<file path="src/hw/bpr_defines.svh">
/*
 Byte values, field positions, reset values and register offsets
 for the boot parameter request handler. Included by bare name.
*/
`ifndef BPR_DEFINES_SVH
`define BPR_DEFINES_SVH

`define BPR_SOH       8'h01
`define BPR_ETX       8'h03
`define BPR_SOD       8'h81
`define BPR_CMD_REQ   8'h52
`define BPR_RES_OK    8'h52
`define BPR_RES_ERR   8'hD2
`define BPR_LEN_HIGH  8'h00
`define BPR_LEN_OK    8'h02
`define BPR_LEN_ERR   8'h0A
`define BPR_LEN_CMD   16'h0002
`define BPR_MAX_LEN   16'h0400
`define BPR_PARAMETER_IDENTIFIER_MIN  8'h01
`define BPR_PARAMETER_IDENTIFIER_MAX  8'h04
`define BPR_PARAMETER_IDENTIFIER_L1   8'h04
`define BPR_PARAMETER_VALUE_BYTE_ON   3'h7
`define BPR_FILL      32'h0FFFFFFF
`define BPR_OK_LAST   4'h6
`define BPR_ERR_LAST  4'hE
`define BPR_STS_PKT   8'hC1
`define BPR_STS_SUM   8'hC2
`define BPR_STS_ACC   8'hC3
`define BPR_STS_PARM  8'hC5
`define BPR_STS_NONE  8'h00

`define BPR_REG_CFG   4'h0
`define BPR_REG_STAT  4'h4
`define BPR_REG_MASK  4'h8
`define BPR_REG_INFO  4'hC
`define BPR_CFG_RST   4'hF
`define BPR_EV_OK     0
`define BPR_EV_ERR    1
`define BPR_EV_DROP   2
`define BPR_EV_N      3
`define BPR_RESP_OK   2'h0
`define BPR_RESP_ERR  2'h2

`endif

</file>
<file path="src/hw/bpr_pkg.sv">
/*
 Types shared by the boot parameter request handler modules.
 Assumes nothing beyond a SystemVerilog compiler.
*/
package bpr_pkg;

	typedef enum logic [2:0] {
		BPR_HUNT, BPR_LEN_H, BPR_LEN_L, BPR_BODY, BPR_SUM, BPR_END
	} bpr_rx_state_t;

	typedef struct packed {
		logic [15:0] len;
		logic [7:0]  cmd;
		logic [7:0]  parameter_identifier;
		logic        sum_ok;
		logic        etx_ok;
	} bpr_frame_t;

	typedef struct packed {
		logic       is_err;
		logic [7:0] sts;
		logic [7:0] parameter_value_byte;
	} bpr_tx_req_t;

endpackage

</file>
<file path="src/hw/bpr_rx_frame.sv">
/*
 Command packet collector: hunts for the header byte, gathers length,
 body, checksum and end byte, then reports the frame for one cycle.
 Assumes bytes arrive from a receiver on the same clock.
*/
`include "bpr_defines.svh"
module bpr_rx_frame
	import bpr_pkg::*;
(
	input  wire logic       i_clk_sys,
	input  wire logic       i_rst_b,
	input  wire logic [7:0] i_byte,
	input  wire logic       i_valid,
	output logic            o_done,
	output bpr_frame_t      o_frame
);
	bpr_rx_state_t state;
	logic [15:0]   cnt;
	logic [7:0]    acc;

	wire [7:0]  next_acc = 8'(acc + i_byte);
	wire [15:0] len_now  = {o_frame.len[15:8], i_byte};

	// A wild length holds the collector until that many bytes pass
	always_ff @(posedge i_clk_sys) begin
		o_done <= 1'b0;
		if (!i_rst_b) begin
			state   <= BPR_HUNT;
			cnt     <= 16'h0000;
			acc     <= 8'h00;
			o_frame <= '0;
		end else if (i_valid) begin
			unique case (state)
			BPR_HUNT: if (i_byte == `BPR_SOH) begin
				o_frame <= '0;
				state   <= BPR_LEN_H;
			end
			BPR_LEN_H: begin
				o_frame.len[15:8] <= i_byte;
				acc               <= i_byte;
				state             <= BPR_LEN_L;
			end
			BPR_LEN_L: begin
				o_frame.len[7:0] <= i_byte;
				acc              <= next_acc;
				cnt              <= 16'h0000;
				state <= (len_now == 16'h0000) ? BPR_SUM : BPR_BODY;
			end
			BPR_BODY: begin
				if (cnt == 16'h0000) o_frame.cmd <= i_byte;
				if (cnt == 16'h0001) o_frame.parameter_identifier <= i_byte;
				acc <= next_acc;
				cnt <= 16'(cnt + 16'h0001);
				if (16'(cnt + 16'h0001) == o_frame.len) state <= BPR_SUM;
			end
			BPR_SUM: begin
				o_frame.sum_ok <= (next_acc == 8'h00);
				state          <= BPR_END;
			end
			BPR_END: begin
				o_frame.etx_ok <= (i_byte == `BPR_ETX);
				o_done         <= 1'b1;
				state          <= BPR_HUNT;
			end
			endcase
		end
	end
endmodule // bpr_rx_frame

</file>
<file path="src/hw/bpr_tx_frame.sv">
/*
 Response packet sender: emits a parameter data packet or an error
 packet byte by byte, adding the checksum on the way.
 Assumes the downstream transmitter takes a byte on valid and ready.
*/
`include "bpr_defines.svh"
module bpr_tx_frame
	import bpr_pkg::*;
(
	input  wire logic       i_clk_sys,
	input  wire logic       i_rst_b,
	input  wire logic       i_start,
	input  bpr_tx_req_t     i_req,
	input  wire logic       i_ready,
	output logic            o_busy,
	output logic [7:0]      o_byte,
	output logic            o_valid
);
	bpr_tx_req_t req_q;
	logic [3:0]  idx;
	logic [7:0]  sum;
	logic [7:0]  next_byte;

	wire       fire     = o_valid && i_ready;
	wire [3:0] last     = req_q.is_err ? `BPR_ERR_LAST : `BPR_OK_LAST;
	wire [3:0] nidx     = 4'(idx + 4'h1);
	wire [7:0] next_sum = (idx == 4'h0) ? sum : 8'(sum + o_byte);
	wire [7:0] chk      = 8'(8'h00 - next_sum);

	always_comb begin
		next_byte = `BPR_ETX;
		if (!req_q.is_err) begin
			unique case (nidx)
			4'h1:    next_byte = `BPR_LEN_HIGH;
			4'h2:    next_byte = `BPR_LEN_OK;
			4'h3:    next_byte = `BPR_RES_OK;
			4'h4:    next_byte = req_q.parameter_value_byte;
			4'h5:    next_byte = chk;
			default: next_byte = `BPR_ETX;
			endcase
		end else begin
			unique case (nidx)
			4'h1:       next_byte = `BPR_LEN_HIGH;
			4'h2:       next_byte = `BPR_LEN_ERR;
			4'h3:       next_byte = `BPR_RES_ERR;
			4'h4:       next_byte = req_q.sts;
			4'h5, 4'h9: next_byte = 8'(`BPR_FILL >> 24);
			4'h6, 4'hA: next_byte = 8'(`BPR_FILL >> 16);
			4'h7, 4'hB: next_byte = 8'(`BPR_FILL >> 8);
			4'h8, 4'hC: next_byte = 8'(`BPR_FILL);
			4'hD:       next_byte = chk;
			default:    next_byte = `BPR_ETX;
			endcase
		end
	end

	always_ff @(posedge i_clk_sys) begin
		if (!i_rst_b) begin
			o_busy  <= 1'b0;
			o_valid <= 1'b0;
			o_byte  <= 8'h00;
			idx     <= 4'h0;
			sum     <= 8'h00;
			req_q   <= '0;
		end else if (i_start && !o_busy) begin
			o_busy  <= 1'b1;
			o_valid <= 1'b1;
			o_byte  <= `BPR_SOD;
			idx     <= 4'h0;
			sum     <= 8'h00;
			req_q   <= i_req;
		end else if (fire) begin
			if (idx == last) begin
				o_valid <= 1'b0;
				o_busy  <= 1'b0;
			end else begin
				idx    <= nidx;
				sum    <= next_sum;
				o_byte <= next_byte;
			end
		end
	end
endmodule // bpr_tx_frame

</file>
<file path="src/hw/bpr_request_handler.sv">
/*
 Boot parameter request handler: checks each received command packet,
 picks the highest-priority failure or the parameter value, and sends
 the answer, or drops the packet while an answer is still going out. Settings and events are reached over AXI4-Lite.
 Assumes receive and transmit byte streams on the system clock and a
 one-cycle pulse from the encrypted write path.
*/
`include "bpr_defines.svh"
module bpr_request_handler
	import bpr_pkg::*;
#(
	parameter int ADDR_W = 4
) (
	input  wire logic              i_clk_sys,
	input  wire logic              i_rst_b,
	input  wire logic [7:0]        i_rx_byte,
	input  wire logic              i_rx_valid,
	input  wire logic              i_tx_ready,
	input  wire logic              i_enc_write_done,
	output logic [7:0]             o_tx_byte,
	output logic                   o_tx_valid,
	output logic                   o_init_allowed,
	output logic                   o_rma_allowed,
	output logic                   o_irq,
	input  wire logic [ADDR_W-1:0] i_axi_awaddr,
	input  wire logic              i_axi_awvalid,
	output logic                   o_axi_awready,
	input  wire logic [31:0]       i_axi_wdata,
	input  wire logic [3:0]        i_axi_wstrb,
	input  wire logic              i_axi_wvalid,
	output logic                   o_axi_wready,
	output logic [1:0]             o_axi_bresp,
	output logic                   o_axi_bvalid,
	input  wire logic              i_axi_bready,
	input  wire logic [ADDR_W-1:0] i_axi_araddr,
	input  wire logic              i_axi_arvalid,
	output logic                   o_axi_arready,
	output logic [31:0]            o_axi_rdata,
	output logic [1:0]             o_axi_rresp,
	output logic                   o_axi_rvalid,
	input  wire logic              i_axi_rready
);
	logic              rx_done;
	bpr_frame_t        frame;
	logic              tx_busy;
	logic              start;
	bpr_tx_req_t       req;
	bpr_tx_req_t       next_req;
	logic [3:0]        cfg;
	logic [`BPR_EV_N-1:0] stat;
	logic [`BPR_EV_N-1:0] mask;
	logic [`BPR_EV_N-1:0] ev_set;
	logic              enc_flag;
	logic [7:0]        last_sts;
	logic              aw_have;
	logic              w_have;
	logic [ADDR_W-1:0] aw_addr;
	logic [31:0]       w_data;
	logic [3:0]        w_strb;

	bpr_rx_frame u_rx (
		.i_clk_sys (i_clk_sys),
		.i_rst_b   (i_rst_b),
		.i_byte    (i_rx_byte),
		.i_valid   (i_rx_valid),
		.o_done    (rx_done),
		.o_frame   (frame)
	);

	bpr_tx_frame u_tx (
		.i_clk_sys (i_clk_sys),
		.i_rst_b   (i_rst_b),
		.i_start   (start),
		.i_req     (req),
		.i_ready   (i_tx_ready),
		.o_busy    (tx_busy),
		.o_byte    (o_tx_byte),
		.o_valid   (o_tx_valid)
	);

	// Frame checks, each named for the failure it detects
	wire e_end = !frame.etx_ok;
	wire e_sum = !frame.sum_ok;
	wire e_fmt = (frame.len == 16'h0000) ||
		(frame.len > `BPR_MAX_LEN);
	wire e_cmd = (frame.len != `BPR_LEN_CMD);
	wire e_id  = (frame.parameter_identifier < `BPR_PARAMETER_IDENTIFIER_MIN) ||
		(frame.parameter_identifier > `BPR_PARAMETER_IDENTIFIER_MAX);
	wire e_acc = (frame.parameter_identifier == `BPR_PARAMETER_IDENTIFIER_L1) && enc_flag;
	wire framing_bad = e_end || e_sum || e_fmt;
	wire any_err = framing_bad || e_cmd || e_id || e_acc;

	// Clean packets for other commands belong to other handlers
	wire take   = rx_done && (framing_bad || frame.cmd == `BPR_CMD_REQ);
	// Start waits one cycle for busy to rise, so two launches never meet
	wire launch = take && !tx_busy && !start;
	wire drop   = take && !launch;

	// Priority order of the failure report
	wire [7:0] sts_sel =
		e_end ? `BPR_STS_PKT :
		e_sum ? `BPR_STS_SUM :
		(e_fmt || e_cmd) ? `BPR_STS_PKT :
		e_id  ? `BPR_STS_PARM :
		e_acc ? `BPR_STS_ACC : `BPR_STS_NONE;

	// Level two key off also blocks initialization
	wire [3:0] eff = {cfg[3], cfg[2], cfg[1], cfg[0] & cfg[2]};
	wire [1:0] sel = 2'(frame.parameter_identifier[1:0] - 2'h1);
	wire [7:0] parameter_value_byte = {5'h00, {3{eff[sel]}}};

	assign next_req = '{is_err: any_err, sts: sts_sel, parameter_value_byte: parameter_value_byte};
	assign ev_set = {drop, launch && any_err, launch && !any_err};

	always_ff @(posedge i_clk_sys) begin
		if (!i_rst_b) begin
			start    <= 1'b0;
			req      <= '0;
			last_sts <= `BPR_STS_NONE;
		end else begin
			start <= launch;
			if (launch) begin
				req      <= next_req;
				last_sts <= sts_sel;
			end
		end
	end

	// Only a device reset clears the encrypted write mark
	always_ff @(posedge i_clk_sys) begin
		if (!i_rst_b) enc_flag <= 1'b0;
		else if (i_enc_write_done) enc_flag <= 1'b1;
	end

	always_ff @(posedge i_clk_sys) begin
		if (!i_rst_b) begin
			o_init_allowed <= 1'b0;
			o_rma_allowed  <= 1'b0;
		end else begin
			o_init_allowed <= eff[0];
			o_rma_allowed  <= cfg[2];
		end
	end

	// Register bus: write address and data may come in either order
	wire aw_fire = i_axi_awvalid && o_axi_awready;
	wire w_fire  = i_axi_wvalid && o_axi_wready;
	wire ar_fire = i_axi_arvalid && o_axi_arready;
	wire wr_do   = aw_have && w_have && !o_axi_bvalid;
	wire next_aw = !wr_do && (aw_fire || aw_have);
	wire next_w  = !wr_do && (w_fire || w_have);
	wire next_rv = ar_fire || (o_axi_rvalid && !i_axi_rready);

	wire wr_cfg  = wr_do && aw_addr == `BPR_REG_CFG && w_strb[0];
	wire wr_stat = wr_do && aw_addr == `BPR_REG_STAT && w_strb[0];
	wire wr_mask = wr_do && aw_addr == `BPR_REG_MASK && w_strb[0];
	wire wr_hit  = (aw_addr == `BPR_REG_CFG) ||
		(aw_addr == `BPR_REG_STAT) || (aw_addr == `BPR_REG_MASK) ||
		(aw_addr == `BPR_REG_INFO);
	wire rd_hit  = (i_axi_araddr == `BPR_REG_CFG) ||
		(i_axi_araddr == `BPR_REG_STAT) ||
		(i_axi_araddr == `BPR_REG_MASK) ||
		(i_axi_araddr == `BPR_REG_INFO);
	wire [`BPR_EV_N-1:0] clr = wr_stat ? w_data[`BPR_EV_N-1:0] : '0;

	wire [31:0] rd_data =
		(i_axi_araddr == `BPR_REG_CFG)  ? {28'h0000000, cfg} :
		(i_axi_araddr == `BPR_REG_STAT) ? {29'h0, stat} :
		(i_axi_araddr == `BPR_REG_MASK) ? {29'h0, mask} :
		(i_axi_araddr == `BPR_REG_INFO) ?
			{22'h0, tx_busy, enc_flag, last_sts} : 32'h00000000;

	always_ff @(posedge i_clk_sys) begin
		if (!i_rst_b) begin
			aw_have       <= 1'b0;
			w_have        <= 1'b0;
			aw_addr       <= '0;
			w_data        <= 32'h00000000;
			w_strb        <= 4'h0;
			o_axi_awready <= 1'b0;
			o_axi_wready  <= 1'b0;
			o_axi_bvalid  <= 1'b0;
			o_axi_bresp   <= `BPR_RESP_OK;
		end else begin
			aw_have       <= next_aw;
			w_have        <= next_w;
			o_axi_awready <= !next_aw;
			o_axi_wready  <= !next_w;
			if (aw_fire) aw_addr <= i_axi_awaddr;
			if (w_fire) begin
				w_data <= i_axi_wdata;
				w_strb <= i_axi_wstrb;
			end
			if (wr_do) begin
				o_axi_bvalid <= 1'b1;
				o_axi_bresp  <= wr_hit ? `BPR_RESP_OK : `BPR_RESP_ERR;
			end else if (i_axi_bready) begin
				o_axi_bvalid <= 1'b0;
			end
		end
	end

	always_ff @(posedge i_clk_sys) begin
		if (!i_rst_b) begin
			o_axi_arready <= 1'b0;
			o_axi_rvalid  <= 1'b0;
			o_axi_rdata   <= 32'h00000000;
			o_axi_rresp   <= `BPR_RESP_OK;
		end else begin
			o_axi_arready <= !next_rv;
			o_axi_rvalid  <= next_rv;
			if (ar_fire) begin
				o_axi_rdata <= rd_data;
				o_axi_rresp <= rd_hit ? `BPR_RESP_OK : `BPR_RESP_ERR;
			end
		end
	end

	// Settings change only from the bus, never from a command
	always_ff @(posedge i_clk_sys) begin
		if (!i_rst_b) begin
			cfg  <= `BPR_CFG_RST;
			mask <= '0;
		end else begin
			if (wr_cfg) cfg <= w_data[3:0];
			if (wr_mask) mask <= w_data[`BPR_EV_N-1:0];
		end
	end

	// Sticky events: a set in the clearing cycle survives
	for (genvar g = 0; g < `BPR_EV_N; g++) begin : g_ev
		always_ff @(posedge i_clk_sys) begin
			if (!i_rst_b) stat[g] <= 1'b0;
			else stat[g] <= ev_set[g] || (stat[g] && !clr[g]);
		end
	end

	always_ff @(posedge i_clk_sys) begin
		if (!i_rst_b) o_irq <= 1'b0;
		else o_irq <= |(stat & mask);
	end
endmodule // bpr_request_handler

</file>
<file path="config.mk">
export PLATFORM = sky130hd
export DESIGN_NAME = bpr_request_handler
export DESIGN_NICKNAME = d
export VERILOG_FILES = /design/src/hw/bpr_pkg.sv /design/src/hw/bpr_rx_frame.sv /design/src/hw/bpr_tx_frame.sv /design/src/hw/bpr_request_handler.sv
export VERILOG_INCLUDE_DIRS = /design/src /design/src/hw
export SDC_FILE = /design/constraint.sdc
export NUM_CORES = 1
export LEC_CHECK = 0
export BUFFER_PORTS_ARGS = -buffer_cell sky130_fd_sc_hd__buf_2
export CORE_MARGIN = 3
export CORE_UTILIZATION = 50
export CTS_CLUSTER_SIZE = 30
export DETAILED_ROUTE_END_ITERATION = 10
export GPL_ROUTABILITY_DRIVEN = 0
export GPL_TIMING_DRIVEN = 1
export HOLD_SLACK_MARGIN = 0.06
export PLACE_DENSITY = 0.74
export RECOVER_POWER = 100
export SETUP_SLACK_MARGIN = 0.5
export SYNTH_ARGS = -nofsm -noshare
export SYNTH_HDL_FRONTEND = slang
export SYNTH_SLANG_ARGS = --single-unit
export TNS_END_PERCENT = 100
</file>
<file path="constraint.sdc">
create_clock -name i_clk_sys -period 2.36 [get_ports i_clk_sys]
set_clock_uncertainty 0.05 [all_clocks]
set_input_delay 0.118 -clock i_clk_sys [delete_from_list [all_inputs] [get_ports i_clk_sys]]
set_output_delay 0.118 -clock i_clk_sys [all_outputs]
set_load 0.01 [all_outputs]
</file>
Word-level counts from Yosys, hierarchy flattened. Index checks and enable logic that the tools add are counted.

Flip-flop bits (word level): 170. Output and inout bits: 53. Bits of input ports: 62.

Add/subtract/negate cells: 6. $lt $le $gt $ge: 4. Equal/unequal tests: 37. Mux-type cells: 42. Bitwise operators: 4. Reduce and logical (&&, ||, !) cells: 98.

Operator list (count): $mux 8 (12); $pmux 16 s2 (2); $pmux 8 s7 (1); $logic_not 16->1 (3); $pmux 8 s2 (3); $eq 4x4->1 const B (10); $mux 10 (4); $pmux 8 s5 (1); $mux 34 (1); $logic_and 1x1->1 (26); $eq 4x3->1 const B (6); $logic_or 1x1->1 (21); $reduce_bool 2->1 (10); $pmux 3 s6 (1); $add 16x1->16 const B (1); $add 8x8->8 (2); $eq 16x1->1 const B (1); $eq 16x16->1 (1); $gt 16x11->1 const B (1); $ne 16x2->1 const B (1); $logic_not 1->1 (15); $reduce_and 3->1 (5); $logic_not 4->1 (3); $mux 3 (4); other kinds (32) (56).

Logic depth before layout (Yosys ltp). Gate-level depths: netlist of run 1.

Depth in word-level cells: 10. Mapped depth: 13. Gate-level depth less buffers: 11.

Cells and area by module. A second synthesis of run 1 with hierarchy kept.

Cells, all modules: 1077. Area, all modules: 8745.9 um2.

Modules (own cells, without submodules): bpr_rx_frame (area each 3779.9 um2, instances 1, cells an instance 464); bpr_tx_frame (area each 2796.4 um2, instances 1, cells an instance 368); bpr_request_handler (area each 2169.6 um2, instances 1, cells an instance 245).

Worst setup path before layout of run 1. No wires, ideal clock.

Path kind: flip-flop to flip-flop. From: reg u_tx.o_byte[0]. To: reg u_tx.o_byte[6]. Stages on the path, launching flop included: 11. Arrival: 2.261 ns. Required time: 2.223 ns. Path slack: -0.038 ns. Buffers on the path: 0. Setup time: 0.087 ns. Cell sequence: dfxtp_1 > ha_1 > inv_1 > fa_1 > nand2b_1 > a211oi_1 > o21ai_0 > mux2_2 > a211oi_2 > xor2_1 > o31ai_1.

Cells in the longest elaborated chain, start to end: 5. Elaborated cells on any way between the ends: 6. Classes of those cells: add/sub: 2; mux: 4.

RTL lines: start, declared (RTL line bpr_tx_frame.sv:16) `output logic [7:0] o_byte,`; start signal, assigned (RTL line bpr_tx_frame.sv:68) `` o_byte <= `BPR_SOD; ``; start signal, assigned (RTL line bpr_tx_frame.sv:79) `o_byte <= next_byte;`; $add 8x8->8 (*) (RTL line bpr_tx_frame.sv:27) `wire [7:0] next_sum = (idx == 4'h0) ? sum : 8'(sum + o_byte);`; $mux 8 (*) (RTL line bpr_tx_frame.sv:27); $sub 1x8->8 (*) (RTL line bpr_tx_frame.sv:28) `wire [7:0] chk = 8'(8'h00 - next_sum);`; $pmux 8 s7 or $pmux 8 s5 (tied branches) (RTL line bpr_tx_frame.sv:42, bpr_tx_frame.sv:33); $mux 8 (*) (RTL line bpr_tx_frame.sv:32) `if (!req_q.is_err) begin`.

Mark *: on every way between the ends. The rest lies on a longest branch, timed or not. A chain may end at the register's enable or synchronous reset.

Worst setup path in the final report of run 1.
From: reg u_rx.o_frame[20] (netlist bit). To: reg last_sts[2].

Cells in the longest elaborated chain, start to end: 7. Elaborated cells on any way between the ends: 13. Classes of those cells: order compare: 1; eq/ne: 1; mux: 3; reduce/logical: 8.

RTL lines: start, declared (RTL line bpr_rx_frame.sv:15) `output bpr_frame_t o_frame`; parallel branches: the longest is 7 deep, another holds $gt 16x11->1; end signal, assigned (RTL line bpr_request_handler.sv:119) `` last_sts <= `BPR_STS_NONE; ``; end signal, assigned (RTL line bpr_request_handler.sv:124) `last_sts <= sts_sel;`; end, declared (RTL line bpr_request_handler.sv:54) `logic [7:0] last_sts;`.

Several ways; the timed one is not identified.

==> results by group, run 1 <==
Run status
  • Outcome: finished, violations left
  • Failing checks: setup timing

Worst setup path
  • Reg-to-Reg Start: u_rx.o_frame[20]$_SDFFE_PN0P_
  • CP Data Arrival Time: 2670 ps
  • Worst path bufs/invs: 0
  • Critical Path RT: 2650 ps
  • Crit Path Category: reg2reg
  • Largest delay share family, worst path: simple AND/OR/NAND/NOR gates
  • CP max FO: 8
  • Critical Path Start Type: flip-flop
  • Crit-path cells: or4_4 > nor4_1 > xnor2_2 > nand3_2 > and3_4 > nand4_1 > a21oi_1
  • CP Capture Type: flip-flop
  • Slowest cell on crit path: or4_4
  • CP max stage delay: 510 ps
  • Critical path launch point: u_rx.o_frame[20]$_SDFFE_PN0P_

STA
  • Final Critical Period: 2380 ps
  • Final setup vio count: 2
  • Normalized max-slew margin: 50.6%
  • Final worst-path cycle share: 101%
  • Max frequency: 420 MHz
  • Worst-margin pin slew: 741 ps
  • Endpoints failing hold: 0
  • Unrepaired setup endpoints after global routing: yes
  • Final Max Tran Viols: 0
  • Setup_tns: -33.9 ps
  • Setup WS post-layout: -19.5 ps

Cells and area
  • P&R area growth vs syn: 34.1%
  • Post-layout util: 68.8%
  • Commonest non-fill, non-tap cell in the layout: dfxtp_1
  • Most frequent cells in the layout: dfxtp_1 (108), nor2_1 (103), nand2_1 (102)
  • Fin area: 10,500 sq um
  • Layout cell share with drive strength beyond 1: 28.7%
  • # diodes: 0
  • Nets: 1,219
  • Non-filler instance count after layout: 1,354

Clocking
  • TritonCTS clock tree: built
  • CTS sink count: 135
  • Cts bufs inserted: 17
  • Clock Root Buffer: clkbuf_16
  • Clk buf depth: 2
  • Worst skew pair latency: 430 ps
  • Max H-tree Level: 4
  • Worst-path clk slew: 60 ps

Placed design
  • Placed insts: 1,238
  • Dpl cell area: 8680 sq um
  • Pre-CTS setup slack: -17.7 ps
  • Dpl hpwl: 13.9 mm
  • PortBufs: 57

Die
  • Die W: 131 um
  • FP Rows: 45
  • Die Span Y: 131 um
  • Die ar.: 17,300 sq um
  • Starting Density: 51.3%
  • Core area: 15,300 sq um
  • Top-level port count: 115

Global route
  • Global-route wire length before repair: 35.7 mm
  • Overflow left after global routing: 0
  • GRT Overall Usage: 24.6%
  • Largest net degree at the start of global routing: 97
  • Initial antenna violation count: 0
  • Vias in the first global route: 7,444

Power
  • Power Density: 486 nW/um^2
  • Worst vdd ir: 525 uV
  • Pleak: 3.96 nW

Synth
  • Top cell type's share of synthesized area: 34.4%
  • Post-synth EDFFs: 0
  • Synth area leader: dfxtp_1
  • Synth cell types: 84
  • Post-Syn Area: 7860 sq um
  • Top post-synthesis cells by area: dfxtp_1 (34%), a21oi_1 (5.2%), nor2_1 (5.2%)
  • Synthesized netlist cell count: 971
  • Sequential fraction of the synthesis area: 34.4%
  • Syn_area_per_cell: 8.09 sq um
  • Synth async-reset ratio: 0%
  • Yosys warns: 0
  • Primary FF master, synth: dfxtp_1
  • Synthesis-stage register bit count: 135

Routing
  • WL final: 22.7 mm
  • Via density: 5.80
  • Initial DRC count: 613
  • Final ANT Viol Nets: 0
  • WL per Instance: 16.8 um
  • Drc violations: 0
  • Via Count: 7,853
  • Pre-antenna DRT Iters: 7

Worst hold path
  • Hold wc startpoint: i_axi_araddr[1]
  • Worst min path class: in2reg

Job
  • Max cap viols: 0
## worst register-to-register path: stages (launching register included)
cell	delay, ps
dfxtp_4	340
or4_4	510
nor4_1	480
xnor2_2	180
nand3_2	140
and3_4	290
nand4_1	150
a21oi_1	160
## report_power, final
part | leakage, nW | switching (mW) | total (mW) | internal [mW]
registers | 1.11 | 0.0219 | 2.31 | 2.29
logic | 2.59 | 0.185 | 0.314 | 0.129
clock network | 0.265 | 1.12 | 2.49 | 1.37
## synth_stat cells, types with 4 or more instances
cell type	n
o21ai_0	48
a21oi_1	82
nor4_1	10
or4_1	4
nor4b_1	4
or2_2	4
xnor2_1	26
a22oi_1	9
and2_1	6
a311oi_1	5
o31ai_1	5
o211ai_1	4
or3_1	12
inv_1	23
nand3_1	45
clkbuf_1	37
nor3_1	20
a31oi_1	8
buf_4	31
nand2_1	106
a211oi_1	13
dfxtp_1	135
nor3b_1	7
mux2i_1	29
o211a_1	4
nor2_1	109
xor2_1	10
and3_1	17
nand4_1	13
buf_2	9
nand4b_1	5
nand2b_1	8
nor2b_1	11
ha_1	25
## kinds of logic after synthesis
family	Yosys count	share of synthesized area, %
DFF	135	34.4
AOI/OAI and AO/OA	224	18.2
adders and majority gates	27	4.49
other	1	0.0477
xor gates and xnor gates	37	4.36
buffers and inverters	107	7.15
and+or+nand+nor	406	26.3
muxes	34	4.98
## final timing paths
check / cells after the start / end / slack, ps
max: 7 / last_sts[2]$_SDFFE_PN0P_ / -20
min: 4 / o_axi_rresp[1]$_SDFFE_PN0P_ / 70
max reg2reg: 7 / last_sts[2]$_SDFFE_PN0P_ / -20
min reg2reg: 2 / aw_addr[1]$_SDFFE_PN0P_ / 410
## stage by stage
stage | hold WS (ps) | power (mW)
after detailed placement | 278 | 2.62
after floorplan | 184 | 2.54
after CTS | 69.7 | 5.12
final | 74.8 | 5.12
after global placement | 272 | 2.62
after global routing | 84.3 | 5.27
## area by class of cell
cell class                 count  area [sq um]
clock buffer                  18           429
clock inverter                14           115
fill                        1167          4780
inverter                      24          92.6
multi-input combinational    755          5410
sequential                   135          2760
tap                          211           264
timing repair buffer         197          1470
## flip-flops by register name (all words and copies together), names as in the netlist, 6 cells and up
register	cells
o_axi_rdata	7
u_rx.acc	8
u_rx.cnt	16
u_rx.o_frame	34
u_tx.o_byte	8
u_tx.req_q	6
u_tx.sum	8
## timing repair
action                     in CTS  in global routing
cloned                          1                  1
hold buffers                   31                  0
setup buffers                  34                 17
setup endpoints to repair      77                 72
hold endpoints to repair       27                  0
pin swaps                      52                 55
resized for setup             108                 62
## per-layer routing
layer  track usage (%)  up-vias  part of all wire (%)
met5                 0        -                     0
met4              9.63        0                   2.7
met3              4.63       63                   5.7
met2              41.6      292                    49
met1              31.1     3740                    42
li1                  -     3758                     -
Note: power is estimated with default switching activity, not from simulation.
==> run 2: changes to the inputs <==
SETUP_SLACK_MARGIN = default   (was 0.5)
==> results by group, run 2 (synthesis results as in run 1) <==
Run status
  • Outcome: completed

Die
  • Die ar.: 17,300 sq um (unchanged)
  • Starting Density: 51.3% (unchanged)
  • Core area: 15,300 sq um (unchanged)
  • FP Rows: 45 (unchanged)
  • Die W: 131 um (unchanged)
  • Die Span Y: 131 um (unchanged)
  • Top-level port count: 115 (unchanged)

Power
  • Sw frac: 24.3% (-1.6 points)
  • Int Power: 3.93 mW (+3.7%)
  • Clock power share: 49.8% (+1.2 points)
  • Total power: 5.19 mW (+1.5%)
  • Pleak: 3.73 nW (-5.9%)
  • Worst vdd ir: 486 uV (-7.5%)
  • Power Density: 535 nW/um^2 (+10%)
  • Switch Pwr: 1.26 mW (-4.8%)
  • Logic pwr share: 5.5% (-0.6 points)
  • Register share of total power: 44.7% (-0.5 points)

Routing
  • WL final: 20.4 mm (-10%)
  • Via Count: 7,456 (-5.1%)
  • Post-Route M1 WL: 9.19 mm (-3.9%)
  • Pre-antenna DRT Iters: 9 (+2)
  • Top Metal Used: met4
  • Via density: 5.60 (-3.5%)
  • Met2 routed WL: 9.76 mm (-13%)
  • WL per Instance: 15.3 um (-8.8%)
  • Drc violations: 0 (unchanged)
  • Final ANT Viol Nets: 0 (unchanged)
  • Met3 WL: 1.03 mm (-20%)
  • Initial DRC count: 528 (-14%)

Worst hold path
  • Worst min-delay path endpoint: o_axi_rresp[1]$_SDFFE_PN0P_
  • Worst hold stages: 4 (unchanged)
  • Worst min path class: in2reg
  • Hold wc startpoint: i_axi_araddr[0]

Cells and area
  • # diodes: 0 (unchanged)
  • Nets: 1,197 (-1.8%)
  • Largest register FFs: 34 (unchanged)
  • Commonest non-fill, non-tap cell in the layout: dfxtp_1
  • Post-layout util: 63.3% (-5.4 points)
  • Top Registers: u_rx.o_frame (34), u_rx.cnt (16)
  • Layout cell share with drive strength beyond 1: 19.4% (-9.2 points)
  • Most frequent cells in the layout: dfxtp_1 (128), nor2_1 (107), nand2_1 (106)
  • P&R area growth vs syn: 23.5%
  • Fin area: 9700 sq um (-7.9%)
  • Most flop-heavy register: u_rx.o_frame

STA
  • Endpoints failing hold: 0 (unchanged)
  • Worst-margin pin slew: 1080 ps (+343 ps)
  • Normalized max-slew margin: 27.7% (-23 points)
  • Final Max Tran Viols: 0 (unchanged)
  • Final worst-path cycle share: 99.1% (-1.7 points)
  • Setup_tns: 0 ps (+33.9 ps)
  • Final setup vio count: 0 (-2)
  • Max frequency: 428 MHz (+1.7%)
  • Setup WS post-layout: 21.2 ps (+40.7 ps)
  • Final Critical Period: 2340 ps (-40.7 ps)
  • Unrepaired setup endpoints after global routing: yes

Worst setup path
  • Critical Path RT: 2590 ps (-60 ps)
  • CP Data Arrival Time: 2560 ps (-110 ps)
  • RR Endpoint: u_rx.o_frame[9]$_SDFFE_PN0P_
  • Critical Path Start Type: flip-flop
  • Worst r2r path cells: 8 (+1)
  • Critical path launch point: u_rx.state[1]$_SDFFE_PN0P_
  • Reg-to-Reg Start: u_rx.state[1]$_SDFFE_PN0P_
  • Crit Path Category: reg2reg
  • CP Capture Type: flip-flop
  • CP max FO: 10 (+2)
  • R2R setup slack: 20 ps (+40 ps)

Global route
  • Initial antenna violation count: 0 (unchanged)
  • Largest net degree at the start of global routing: 97 (unchanged)
  • GRT Overall Usage: 22.8% (-1.8 points)
  • Overflow left after global routing: 0 (unchanged)
  • Vias in the first global route: 6,808 (-8.5%)
  • Global-route wire length before repair: 33.1 mm (-7.3%)

Placed design
  • PortBufs: 57 (unchanged)
  • Dpl cell area: 8610 sq um (-0.85%)
  • Dpl hpwl: 13.8 mm (-0.90%)
  • Pre-CTS setup slack: -86.0 ps (-68.3 ps)

Clocking
  • Clock Root Buffer: clkbuf_16
  • Worst-path clk slew: 60 ps (about the same)
  • Worst skew pair latency: 430 ps (about the same)
  • Cts bufs inserted: 17 (unchanged)
  • Max H-tree Level: 4 (unchanged)
  • Clk buf depth: 2 (unchanged)
  • TritonCTS clock tree: built
  • CTS sink count: 135 (unchanged)

Job
  • Max cap viols: 0 (unchanged)
==> run 2: cell count changes in the layout (fill, tap and decap cells not counted), sizes merged <==
| cell | delta |
|---|---|
| buf | -17 |
| bufinv | +1 |
| clkbuf | -1 |
| clkinv | +1 |
| clkinvlp | +1 |
| dlygate4sd3 | -3 |
| dlymetal6s4s | +1 |
| inv | -5 |
==> run 2: how the worst max path moves through the flow <==
stage                                   end  slack (ps)  depth (start not counted)
2_1_floorplan   u_tx.o_byte[5]$_SDFFE_PP0P_         0.2                         11
3_3_place_gp    u_tx.o_byte[6]$_SDFFE_PP0P_         -50                         10
3_5_place_dp    u_tx.o_byte[6]$_SDFFE_PP0P_         -90                         10
4_1_cts         u_tx.o_byte[6]$_SDFFE_PP0P_        -0.5                         10
5_1_grt        u_rx.o_frame[1]$_SDFFE_PN0P_        -110                         10
6_report       u_rx.o_frame[9]$_SDFFE_PN0P_          20                          8
==> run 2: cell type report <==
class / count / area, sq um
well taps: 211 / 264
repair buffers: 175 / 1220
inverters: 24 / 90.1
fillers: 1345 / 5610
clock inverters: 12 / 119
flip-flops and latches: 135 / 2720
clock buffers: 20 / 457
multi-input cells: 755 / 4830
==> run 2: per-layer routing <==
metal  track usage, %  up-vias
li1                 -     3705
met5                0        -
met2             38.7      241
met4             7.06        0
met3             3.79       38
met1             29.7     3472
==> run 2: repair_timing <==
item                                   in CTS  in global routing
resized for setup                           5                 46
setup buffers                               0                 15
endpoints found under the hold margin      26                  0
cloned                                      0                  1
pin swaps                                   3                 15
setup endpoints to repair                   7                 36
hold buffers                               29                  0
==> run 2: critical path, stage by stage (launching register included) <==
cell	delay (ps)
dfxtp_1	390
or3_1	440
o21ai_1	530
buf_4	220
buf_4	130
a21oi_4	40
buf_4	150
mux2i_1	170
nor2_1	50
==> run 2: power by group through the flow <==
stage               Sequential [mW]  Combinational (mW)  Clock, mW
floorplan                      2.37               0.170          0
global placement               2.37               0.242          0
detailed placement             2.37               0.244          0
CTS                            2.32               0.278       2.61
global route                   2.33               0.311       2.72
finish                         2.32               0.283       2.59
==> run 2: stage by stage <==
stage / std cells / hold slack (ps)
after global placement: 1255 / 276
after CTS: 1316 / 60.3
after detailed placement: 1255 / 282
final: 1332 / 67.4
after global routing: 1332 / 103
after floorplan: 996 / 184
